--- src/hdl/fsp_pkg.sv ---
package fsp_pkg;

  localparam int          FSP_ROW_WORDS  = 32;
  localparam int          FSP_ROW_BYTES  = 96;
  localparam int          FSP_IDX_W      = 5;
  localparam int          FSP_WORD_W     = 24;
  localparam int          FSP_AXI_AW     = 16;

  // Register indices; byte address is four times the index
  localparam logic [11:0] FSP_CTRL_IDX   = 12'h760;
  localparam logic [11:0] FSP_KEY_IDX    = 12'h766;
  localparam logic [15:0] FSP_CTRL_ADDR  = {2'h0, FSP_CTRL_IDX, 2'h0};
  localparam logic [15:0] FSP_KEY_ADDR   = {2'h0, FSP_KEY_IDX, 2'h0};
  localparam logic [15:0] FSP_PTR_ADDR   = 16'h1e00;
  localparam logic [15:0] FSP_STAT_ADDR  = 16'h1e04;
  localparam logic [15:0] FSP_MASK_ADDR  = 16'h1e08;

  localparam int          FSP_GO_BIT     = 15;
  localparam int          FSP_PROGRAM_WRITE_ENABLE_BIT   = 14;
  localparam int          FSP_ERR_BIT    = 13;
  localparam int          FSP_PONLY_BIT  = 12;
  localparam int          FSP_ERASE_BIT  = 6;
  localparam logic [15:0] FSP_CTRL_WMASK = 16'h507f;
  localparam logic [15:0] FSP_CTRL_RST   = 16'h0000;

  localparam logic [7:0]  FSP_KEY1       = 8'h55;
  localparam logic [7:0]  FSP_KEY2       = 8'haa;

  localparam logic [5:0]  FSP_OP_ERASE1  = 6'h18;
  localparam logic [5:0]  FSP_OP_ERASE2  = 6'h19;
  localparam logic [5:0]  FSP_OP_ERASE4  = 6'h1a;
  localparam logic [5:0]  FSP_OP_PROG    = 6'h04;
  localparam logic [2:0]  FSP_ROWS_1     = 3'h1;
  localparam logic [2:0]  FSP_ROWS_2     = 3'h2;
  localparam logic [2:0]  FSP_ROWS_4     = 3'h4;

  localparam int          FSP_ST_DONE    = 0;
  localparam int          FSP_ST_ERR     = 1;

  localparam logic [1:0]  FSP_OKAY       = 2'h0;
  localparam logic [1:0]  FSP_SLVERR     = 2'h2;

  typedef enum logic [2:0] {
    FSP_IDLE,
    FSP_ERASE,
    FSP_FETCH,
    FSP_ISSUE,
    FSP_WAIT
  } fsp_state_type;

endpackage : fsp_pkg

--- src/hdl/fsp_latch_if.sv ---
`timescale 1ns/1ps
`default_nettype none
interface fsp_latch_if;
  logic                          wr_en;
  logic [fsp_pkg::FSP_IDX_W-1:0]  wr_idx;
  logic [fsp_pkg::FSP_WORD_W-1:0] wr_data;
  logic [fsp_pkg::FSP_IDX_W-1:0]  rd_idx;
  logic [fsp_pkg::FSP_WORD_W-1:0] rd_data;
  logic                          rd_loaded;
  logic                          clear;
  modport seq (output wr_en, wr_idx, wr_data, rd_idx, clear, input rd_data, rd_loaded);
  modport mem (input wr_en, wr_idx, wr_data, rd_idx, clear, output rd_data, rd_loaded);
endinterface : fsp_latch_if
`default_nettype wire

--- src/hdl/fsp_latch_mem.sv ---
`timescale 1ns/1ps
`default_nettype none
module fsp_latch_mem (
  input wire logic clock,
  input wire logic rst,
  fsp_latch_if.mem m
);

  typedef struct packed {
    logic [fsp_pkg::FSP_ROW_WORDS-1:0][fsp_pkg::FSP_WORD_W-1:0] data;
    logic [fsp_pkg::FSP_ROW_WORDS-1:0]                          loaded;
    logic [fsp_pkg::FSP_WORD_W-1:0]                             rd;
    logic                                                       rd_ld;
  } fsp_mem_type;

  fsp_mem_type s;
  fsp_mem_type n;

  always_comb begin
    n = s;
    if (m.clear) begin
      n.loaded = '0;
    end
    // A reload simply overwrites; load order is free
    if (m.wr_en) begin
      n.data[m.wr_idx]   = m.wr_data; // RQ5 RQ7 RQ8
      n.loaded[m.wr_idx] = 1'b1;
    end
    n.rd    = s.data[m.rd_idx];
    n.rd_ld = s.loaded[m.rd_idx];
  end

  always_ff @(posedge clock or posedge rst) begin
    if (rst) begin
      s <= '0;
    end else begin
      s <= n;
    end
  end

  assign m.rd_data   = s.rd;
  assign m.rd_loaded = s.rd_ld;
endmodule : fsp_latch_mem
`default_nettype wire

--- src/hdl/fsp_sequencer.sv ---
`timescale 1ns/1ps
`default_nettype none
// Overview of operation
// RQ1: A row holds 32 instruction words, 96 bytes of storage.
// RQ2: Erase clears one, two or four rows as the operation code selects.
// RQ3: A program operation writes exactly one row, never more.
// RQ4: Erase and write blocks align to their own size; low address bits ignored.
// RQ5: Table writes land in holding latches, kept until a program transfers them.
// RQ6: Any number of latch loads programs fine; unloaded positions add no data.
// RQ7: Latches load in any order and may be rewritten before programming.
// RQ8: Reloading a latch fully replaces its older value.
// RQ9: Software should not reprogram a location without erasing its row first.
// RQ10: Each table write is a two-cycle single-word transfer, no array access.
// RQ11: Each row needs its own program operation.
// RQ12: Software sets the pointer, loads latches, then sets the launch bits.
// RQ13: Operations need key bytes 55h then AAh written consecutively.
// RQ14: Go bit 15 starts the operation; hardware clears it when finished.
// RQ15: The processor is stalled while an operation runs.
// RQ16: Go works only with write enable set right after the unlock sequence.
// RQ17: An aborted or failed operation sets a sticky error flag.
module fsp_sequencer #(
  parameter int ROW_W = 8
) (
  input  wire logic                               clock,
  input  wire logic                               rst,
  input  wire logic [fsp_pkg::FSP_AXI_AW-1:0]     s_axi_awaddr,
  input  wire logic                               s_axi_awvalid,
  output logic                                    s_axi_awready,
  input  wire logic [31:0]                        s_axi_wdata,
  input  wire logic [3:0]                         s_axi_wstrb,
  input  wire logic                               s_axi_wvalid,
  output logic                                    s_axi_wready,
  output logic [1:0]                              s_axi_bresp,
  output logic                                    s_axi_bvalid,
  input  wire logic                               s_axi_bready,
  input  wire logic [fsp_pkg::FSP_AXI_AW-1:0]     s_axi_araddr,
  input  wire logic                               s_axi_arvalid,
  output logic                                    s_axi_arready,
  output logic [31:0]                             s_axi_rdata,
  output logic [1:0]                              s_axi_rresp,
  output logic                                    s_axi_rvalid,
  input  wire logic                               s_axi_rready,
  input  wire logic                               tw_valid,
  input  wire logic [fsp_pkg::FSP_IDX_W-1:0]      tw_index,
  input  wire logic [fsp_pkg::FSP_WORD_W-1:0]     tw_data,
  output logic                                    tw_ready,
  output logic                                    flash_req,
  output logic                                    flash_erase,
  output logic [ROW_W+fsp_pkg::FSP_IDX_W-1:0]     flash_addr,
  output logic [2:0]                              flash_rows,
  output logic [fsp_pkg::FSP_WORD_W-1:0]          flash_wdata,
  input  wire logic                               flash_ack,
  input  wire logic                               flash_fail,
  output logic                                    cpu_stall,
  output logic                                    irq
);

  typedef struct packed {
    fsp_pkg::fsp_state_type                 st;
    logic                                   aw_ok;
    logic [fsp_pkg::FSP_AXI_AW-1:0]         aw_a;
    logic                                   w_ok;
    logic [31:0]                            w_d;
    logic [3:0]                             w_s;
    logic                                   bvalid;
    logic [1:0]                             bresp;
    logic                                   rvalid;
    logic [31:0]                            rdata;
    logic [1:0]                             rresp;
    logic [15:0]                            ctrl;
    logic                                   key1;
    logic                                   armed;
    logic [ROW_W-1:0]                       ptr;
    logic [1:0]                             stat;
    logic [1:0]                             mask;
    logic                                   tw_busy;
    logic [fsp_pkg::FSP_IDX_W-1:0]          idx;
    logic                                   req;
    logic                                   ers;
    logic [ROW_W+fsp_pkg::FSP_IDX_W-1:0]    faddr;
    logic [2:0]                             rows;
    logic [fsp_pkg::FSP_WORD_W-1:0]         wd;
    logic                                   clr;
  } fsp_regs_type;

  fsp_regs_type s;
  fsp_regs_type n;
  fsp_latch_if  lat ();

  logic [15:0]      bmask;
  logic [15:0]      wd16;
  logic             done_ev;
  logic             fail_ev;
  logic             adv;
  logic [2:0]       rsel;
  logic [ROW_W-1:0] blk_mask;

  fsp_latch_mem u_mem (
    .clock (clock),
    .rst   (rst),
    .m     (lat.mem)
  );

  assign lat.wr_en   = tw_valid && tw_ready;
  assign lat.wr_idx  = tw_index;
  assign lat.wr_data = tw_data;
  assign lat.rd_idx  = s.idx;
  assign lat.clear   = s.clr;

  always_comb begin
    n        = s;
    bmask    = {{8{s.w_s[1]}}, {8{s.w_s[0]}}};
    wd16     = s.w_d[15:0];
    done_ev  = 1'b0;
    fail_ev  = 1'b0;
    adv      = 1'b0;
    rsel     = fsp_pkg::FSP_ROWS_1;
    blk_mask = '1;
    n.clr    = 1'b0;

    if (s.bvalid && s_axi_bready) begin
      n.bvalid = 1'b0;
    end
    if (s.rvalid && s_axi_rready) begin
      n.rvalid = 1'b0;
    end
    if (s_axi_awvalid && s_axi_awready) begin
      n.aw_ok = 1'b1;
      n.aw_a  = s_axi_awaddr;
    end
    if (s_axi_wvalid && s_axi_wready) begin
      n.w_ok = 1'b1;
      n.w_d  = s_axi_wdata;
      n.w_s  = s_axi_wstrb;
    end
    if (s_axi_arvalid && s_axi_arready) begin
      n.rvalid = 1'b1;
      n.rresp  = fsp_pkg::FSP_OKAY;
      case (s_axi_araddr)
        fsp_pkg::FSP_CTRL_ADDR: n.rdata = {16'h0000, s.ctrl};
        fsp_pkg::FSP_KEY_ADDR:  n.rdata = 32'h0000_0000;
        fsp_pkg::FSP_PTR_ADDR:  n.rdata = 32'(s.ptr);
        fsp_pkg::FSP_STAT_ADDR: n.rdata = {30'h0, s.stat};
        fsp_pkg::FSP_MASK_ADDR: n.rdata = {30'h0, s.mask};
        default: begin
          n.rdata = 32'h0000_0000;
          n.rresp = fsp_pkg::FSP_SLVERR;
        end
      endcase
    end

    // Second cycle of a latch load: no new load, no array traffic
    n.tw_busy = tw_valid && tw_ready; // RQ10

    case (s.st)
      fsp_pkg::FSP_IDLE: begin
      end
      fsp_pkg::FSP_ERASE: begin
        if (flash_ack) begin
          n.req   = 1'b0;
          fail_ev = flash_fail; // RQ17
          done_ev = !flash_fail;
        end
      end
      fsp_pkg::FSP_FETCH: begin
        n.st = fsp_pkg::FSP_ISSUE;
      end
      fsp_pkg::FSP_ISSUE: begin
        // Positions never loaded are skipped, leaving the array word as it is
        if (lat.rd_loaded) begin // RQ6
          n.req   = 1'b1;
          n.faddr = {s.ptr, s.idx}; // RQ3
          n.wd    = lat.rd_data;
          n.st    = fsp_pkg::FSP_WAIT;
        end else begin
          adv = 1'b1;
        end
      end
      fsp_pkg::FSP_WAIT: begin
        if (flash_ack) begin
          n.req = 1'b0;
          if (flash_fail) begin
            fail_ev = 1'b1; // RQ17
          end else begin
            adv = 1'b1;
          end
        end
      end
      default: begin
        n.st = fsp_pkg::FSP_IDLE;
      end
    endcase

    if (adv) begin
      if (s.idx == fsp_pkg::FSP_IDX_W'(fsp_pkg::FSP_ROW_WORDS - 1)) begin // RQ1 RQ3
        done_ev = 1'b1;
        n.clr   = 1'b1;
      end else begin
        n.idx = s.idx + 1'b1;
        n.st  = fsp_pkg::FSP_FETCH;
      end
    end
    if (done_ev || fail_ev) begin
      n.st                     = fsp_pkg::FSP_IDLE;
      n.ctrl[fsp_pkg::FSP_GO_BIT] = 1'b0; // RQ14
    end

    if (s.aw_ok && s.w_ok && !s.bvalid) begin
      n.aw_ok  = 1'b0;
      n.w_ok   = 1'b0;
      n.bvalid = 1'b1;
      n.bresp  = fsp_pkg::FSP_OKAY;
      // Any write other than the key pair breaks the unlock
      n.key1   = 1'b0; // RQ13
      n.armed  = 1'b0; // RQ16
      case (s.aw_a)
        fsp_pkg::FSP_KEY_ADDR: begin
          if (s.w_s[0] && wd16[7:0] == fsp_pkg::FSP_KEY1) begin // RQ13
            n.key1 = 1'b1;
          end else if (s.w_s[0] && s.key1 && wd16[7:0] == fsp_pkg::FSP_KEY2) begin
            n.armed = 1'b1;
          end
        end
        fsp_pkg::FSP_CTRL_ADDR: begin
          if (s.st == fsp_pkg::FSP_IDLE) begin
            n.ctrl = (s.ctrl & ~(bmask & fsp_pkg::FSP_CTRL_WMASK)) | (wd16 & bmask & fsp_pkg::FSP_CTRL_WMASK);
          end
          if (s.w_s[1] && !wd16[fsp_pkg::FSP_ERR_BIT]) begin
            n.ctrl[fsp_pkg::FSP_ERR_BIT] = 1'b0;
          end
          if (s.w_s[1] && wd16[fsp_pkg::FSP_GO_BIT] && s.st == fsp_pkg::FSP_IDLE &&
              n.ctrl[fsp_pkg::FSP_PROGRAM_WRITE_ENABLE_BIT] && s.armed) begin // RQ16 RQ13
            if (n.ctrl[fsp_pkg::FSP_ERASE_BIT]) begin // RQ2
              case (n.ctrl[5:0])
                fsp_pkg::FSP_OP_ERASE1: rsel = fsp_pkg::FSP_ROWS_1;
                fsp_pkg::FSP_OP_ERASE2: rsel = fsp_pkg::FSP_ROWS_2;
                fsp_pkg::FSP_OP_ERASE4: rsel = fsp_pkg::FSP_ROWS_4;
                default:                rsel = 3'h0;
              endcase
              if (rsel == 3'h0) begin
                fail_ev = 1'b1; // RQ17
              end else begin
                blk_mask                    = ~ROW_W'(rsel - 3'h1);
                n.faddr                     = {s.ptr & blk_mask, 5'h00}; // RQ4
                n.rows                      = rsel;
                n.ers                       = 1'b1;
                n.req                       = 1'b1;
                n.st                        = fsp_pkg::FSP_ERASE;
                n.ctrl[fsp_pkg::FSP_GO_BIT] = 1'b1; // RQ14
              end
            end else if (n.ctrl[5:0] == fsp_pkg::FSP_OP_PROG) begin // RQ11
              n.ers                       = 1'b0;
              n.rows                      = fsp_pkg::FSP_ROWS_1;
              n.idx                       = '0;
              n.st                        = fsp_pkg::FSP_FETCH;
              n.ctrl[fsp_pkg::FSP_GO_BIT] = 1'b1; // RQ14
            end else begin
              fail_ev = 1'b1; // RQ17
            end
          end
        end
        fsp_pkg::FSP_PTR_ADDR: begin
          if (s.st == fsp_pkg::FSP_IDLE) begin
            n.ptr = s.w_d[ROW_W-1:0];
          end
        end
        fsp_pkg::FSP_STAT_ADDR: n.stat = s.stat & ~s.w_d[1:0];
        fsp_pkg::FSP_MASK_ADDR: n.mask = s.w_d[1:0];
        default:                n.bresp = fsp_pkg::FSP_SLVERR;
      endcase
    end

    // Events are applied last so a set beats a clear in the same cycle
    if (fail_ev) begin
      n.ctrl[fsp_pkg::FSP_ERR_BIT] = 1'b1; // RQ17
    end
    n.stat[fsp_pkg::FSP_ST_DONE] = n.stat[fsp_pkg::FSP_ST_DONE] | done_ev;
    n.stat[fsp_pkg::FSP_ST_ERR]  = n.stat[fsp_pkg::FSP_ST_ERR] | fail_ev;
  end

  always_ff @(posedge clock or posedge rst) begin
    if (rst) begin
      s      <= '0;
      s.ctrl <= fsp_pkg::FSP_CTRL_RST;
    end else begin
      s <= n;
    end
  end

  assign s_axi_awready = !s.aw_ok && !s.bvalid;
  assign s_axi_wready  = !s.w_ok && !s.bvalid;
  assign s_axi_bvalid  = s.bvalid;
  assign s_axi_bresp   = s.bresp;
  assign s_axi_arready = !s.rvalid;
  assign s_axi_rvalid  = s.rvalid;
  assign s_axi_rdata   = s.rdata;
  assign s_axi_rresp   = s.rresp;
  assign tw_ready      = !s.tw_busy && s.st == fsp_pkg::FSP_IDLE;
  assign flash_req     = s.req;
  assign flash_erase   = s.ers;
  assign flash_addr    = s.faddr;
  assign flash_rows    = s.rows;
  assign flash_wdata   = s.wd;
  assign cpu_stall     = s.st != fsp_pkg::FSP_IDLE; // RQ15
  assign irq           = |(s.stat & s.mask);
endmodule : fsp_sequencer
`default_nettype wire

--- config.mk ---
export PLATFORM = sky130hd
export DESIGN_NAME = fsp_sequencer
export DESIGN_NICKNAME = d
export VERILOG_FILES = /design/src/hdl/fsp_pkg.sv /design/src/hdl/fsp_latch_if.sv /design/src/hdl/fsp_latch_mem.sv /design/src/hdl/fsp_sequencer.sv
export SDC_FILE = /design/constraint.sdc
export NUM_CORES = 2
export LEC_CHECK = 0
export BUFFER_PORTS_ARGS = -buffer_cell sky130_fd_sc_hd__buf_2
export CAP_MARGIN = 20
export CORE_MARGIN = 3
export CORE_UTILIZATION = 60
export DETAILED_ROUTE_END_ITERATION = 12
export GPL_TIMING_DRIVEN = 0
export HOLD_SLACK_MARGIN = 0.05
export PLACE_DENSITY = 0.86
export SLEW_MARGIN = 0
export SYNTH_ARGS = -nofsm -noshare
export SYNTH_HDL_FRONTEND = slang
export SYNTH_HIERARCHICAL = 1
export SYNTH_SLANG_ARGS = --single-unit
export TNS_END_PERCENT = 10
--- constraint.sdc ---
create_clock -name clock -period 43.4 [get_ports clock]
set_input_delay 0 -clock clock [delete_from_list [all_inputs] [get_ports clock]]
set_output_delay 0 -clock clock [all_outputs]
set_load 0.05 [all_outputs]
==> flow_metrics.py <==
metrics = {
    "global_routing": {
        "grt_pass1_wl_mm": 180,
        "grt_pass1_vias": 31100,
        "grt_max_degree": 135,
        "grt_antenna_before_repair": 7,
        "gr-total-overflow": 0,
        "grtUsageTotal_pct": 30.1,
    },
    "clocking": {
        "holdBufCountCts": 89,
        "cts-buffers-inserted": 95,
        "cts_root_buffer": "clkbuf_16",
        "path_clk_slew_ns": 0.06,
        "cts_tree": "done",
        "clkLatencyLatePin_ns": 0.66,
        "cts_resized": 0,
        "htree_levels": 3,
        "postCtsSetupRepairBufs": 0,
        "clock_path_buffers": 3,
        "numClockSinks": 950,
    },
    "route": {
        "drt_wl_total_mm": 117,
        "drc_errors": 0,
        "detail_route.wl_per_cell_um": 24.6,
        "vias_per_cell": 6.26,
        "final_antenna_net_count": 0,
        "vias": 29800,
        "drtIter0Drc": 2696,
        "drtPass1Iterations": 6,
    },
    "critical_path": {
        "start_kind": "flop",
        "rr_worst_depth": 9,
        "worstPathRequired_ns": 43.94,
        "cp_max_fo": 10,
        "path_class": "flop to flop",
        "cp-end-kind": "flop",
        "crit_arrival_ns": 4.20,
    },
    "synthesis": {
        "synthCells": 3383,
        "synth_seq_cells": 950,
        "synth_top_area_share_pct": 53.9,
        "avgSynthCellArea_um2": 13.0,
        "synth_edf_count": 0,
        "ys_seq_area_share_pct": 53.9,
        "synth_area_leaders": "dfrtp_1, mux2_2, mux2i_1, buf_4, nand2_1",
        "synth_cell_type_count": 73,
        "async_flop_share_pct": 100,
        "ys_top_cells_by_count": "dfrtp_1, mux2_2, mux2i_1",
        "yosys.area.top_type": "dfrtp_1",
        "synth.most_common_cell": "dfrtp_1",
        "synth-warning-count": 6,
        "synthFlopType": "dfrtp_1",
        "syn_area_um2": 44100,
    },
    "floorplan": {
        "dieArea_um2": 76900,
        "core_area_um2": 72200,
        "row_count": 98,
        "fp.dieW_um": 277,
        "fp.dieH_um": 277,
        "start_util_pct": 61.1,
        "io_pins": 193,
    },
    "sta": {
        "setup_tns_ns": 0,
        "fin_crit_ns": 3.67,
        "relSlewSlack_pct": 30.2,
        "rsz0062_at_grt": "false",
        "clock_skew_ns": 0.0179,
        "final_hold_viol_count": 0,
        "tightest_slew_ns": 1.05,
        "fmax_ghz": 0.273,
        "setup_violations": 0,
        "maxSlewViolCount": 0,
        "worst_slack_ns": 39.73,
        "period_share_pct": 8.44,
    },
    "power": {
        "power.density_nw_per_um2": 44.5,
        "power.leakage_nw": 23.3,
        "finalPower_mw": 2.24,
        "ir_drop_mv": 0.0438,
    },
    "placement": {
        "place_area_um2": 46300,
        "gp_congestion": 0.932,
        "pre_cts_ws_ns": 39.89,
        "hpwlAfterDp_mm": 80.4,
        "portBuffers": 144,
    },
    "flow_run": {
        "maxCapViolations": 0,
    },
    "cells_and_area": {
        "area_delta_synth_final_pct": 14.0,
        "final_area_um2": 50300,
        "drive_gt1_share_pct": 36.0,
        "fillers": 4772,
        "final_net_count": 3851,
    },
    "run_status": {
        "status": "finished clean",
    },
    "min_path": {
        "hold_path.class": "primary input to async pin",
    },
}
-- stage by stage --
step / instances / hold WS [ns] / util (%)
after floorplan: 3404 / 0.0964 / -
after global placement: 4498 / 0.183 / 63.9
after detailed placement: 4505 / 0.0651 / 64.2
after CTS: 4763 / 0.0533 / 69.7
after global routing: 4764 / 0.123 / 69.7
final: 4768 / 0.0870 / 69.7
-- metal layers --
layer	wire length [um]	track usage (%)	vias up
li1	-	-	12700
met1	46600	39.0	15400
met2	55700	48.9	1385
met3	8170	4.81	348
met4	6980	16.0	4
met5	29	0	-
-- state kept, by name, indices dropped and copies added, names as in the netlist, 2 cells and up --
name,count
flash_rows,3
u_mem/m.rd_data,24
flash_wdata,24
s_axi_rdata,12
u_mem/s,800
flash_addr,13
lat.rd_idx,5
s,59
bmask,2
-- cell families (layout without fill, tap and decap cells) --
logic type	Yosys count	count (layout)	synth area share, %
multiplexers	1223	1223	30.1
adder cells (fa/ha/maj)	3	3	0.0851
flip-flops	950	950	53.9
AND/OR/NAND/NOR	472	472	5.70
AO/OA/AOI/OAI	334	334	5.18
XOR/XNOR	3	3	0.0595
other	1	27	0.00850
buffers and inverters	397	806	5.05
-- layout make-up --
| cell class | count | area (um^2) | share of cell area [%] |
|---|---|---|---|
| Sequential cell | 950 | 23800 | 47.2 |
| Clock inverter | 34 | 360 | 0.716 |
| Inverter | 32 | 133 | 0.263 |
| Tap cell | 950 | 1190 | 2.36 |
| Antenna cell | 5 | 12.5 | 0.0249 |
| Buffer | 365 | 2110 | 4.19 |
| Multi-Input combinational cell | 2057 | 18200 | 36.2 |
| Timing Repair Buffer | 240 | 1800 | 3.58 |
| Clock buffer | 135 | 2740 | 5.44 |
-- cell usage in the layout (no fill, tap or decap), types with 6 or more instances in the layout --
| cell type | synthesis | routed |
|---|---|---|
| a22o_1 | 55 | 55 |
| nand2_1 | 199 | 199 |
| nor2b_1 | 9 | 9 |
| buf_1 | 16 | 16 |
| nor2_2 | 9 | 9 |
| a21oi_1 | 86 | 86 |
| dlygate4sd3_1 | 0 | 89 |
| nor2_1 | 29 | 29 |
| clkbuf_16 | 0 | 97 |
| nand3_1 | 96 | 96 |
| nand2b_1 | 6 | 6 |
| buf_2 | 68 | 212 |
| dfrtp_1 | 950 | 950 |
| buf_6 | 14 | 14 |
| nand2_2 | 16 | 16 |
| buf_4 | 145 | 145 |
| nor3_1 | 34 | 34 |
| mux2_1 | 31 | 31 |
| buf_16 | 0 | 7 |
| nand4_1 | 10 | 10 |
| conb_1 | 1 | 22 |
| nor2_8 | 7 | 7 |
| a22oi_1 | 82 | 82 |
| o21ai_0 | 36 | 36 |
| and3_1 | 7 | 7 |
| mux2_2 | 789 | 789 |
| a31oi_1 | 27 | 27 |
| clkbuf_1 | 120 | 141 |
| mux2i_1 | 403 | 403 |
| a21o_1 | 20 | 20 |
| clkinv_2 | 0 | 21 |
| clkbuf_8 | 0 | 17 |
| inv_1 | 32 | 30 |
-- critical path, cell delays in order, from the launching register on --
cell and delay (ns):
dfrtp_1 0.36, buf_2 0.18, nor3_1 0.33, inv_1 0.23, nor2_1 0.15, and2_1 0.44, nand3_1 0.40, nor2_2 0.30
dlygate4sd3_1 0.77, mux2_2 0.38
-- worst paths after layout --
check | start | endpoint | slack [ns]
worst max-delay path | s[173] | u_mem/s[820] | 39.73
worst min-delay path | rst | u_mem/m.rd_data[0] | 0.09
worst max register to register | s[173] | u_mem/s[820] | 39.73
worst min register to register | s_axi_rdata[14] | s_axi_rdata[14] | 0.47
max in group asynchronous | rst | u_mem/s[354] | 41.10
min in group clock | s_axi_araddr[7] | s_axi_rdata[15] | 0.10
-- power by group --
group / switching, mW / total, mW / leakage [nW] / internal (mW)
combinational: 0.149 / 0.316 / 9.36 / 0.167
sequential: 0.0842 / 1.11 / 12.4 / 1.03
clock: 0.345 / 0.816 / 1.54 / 0.470
Note: power is estimated with default switching activity, not from simulation.
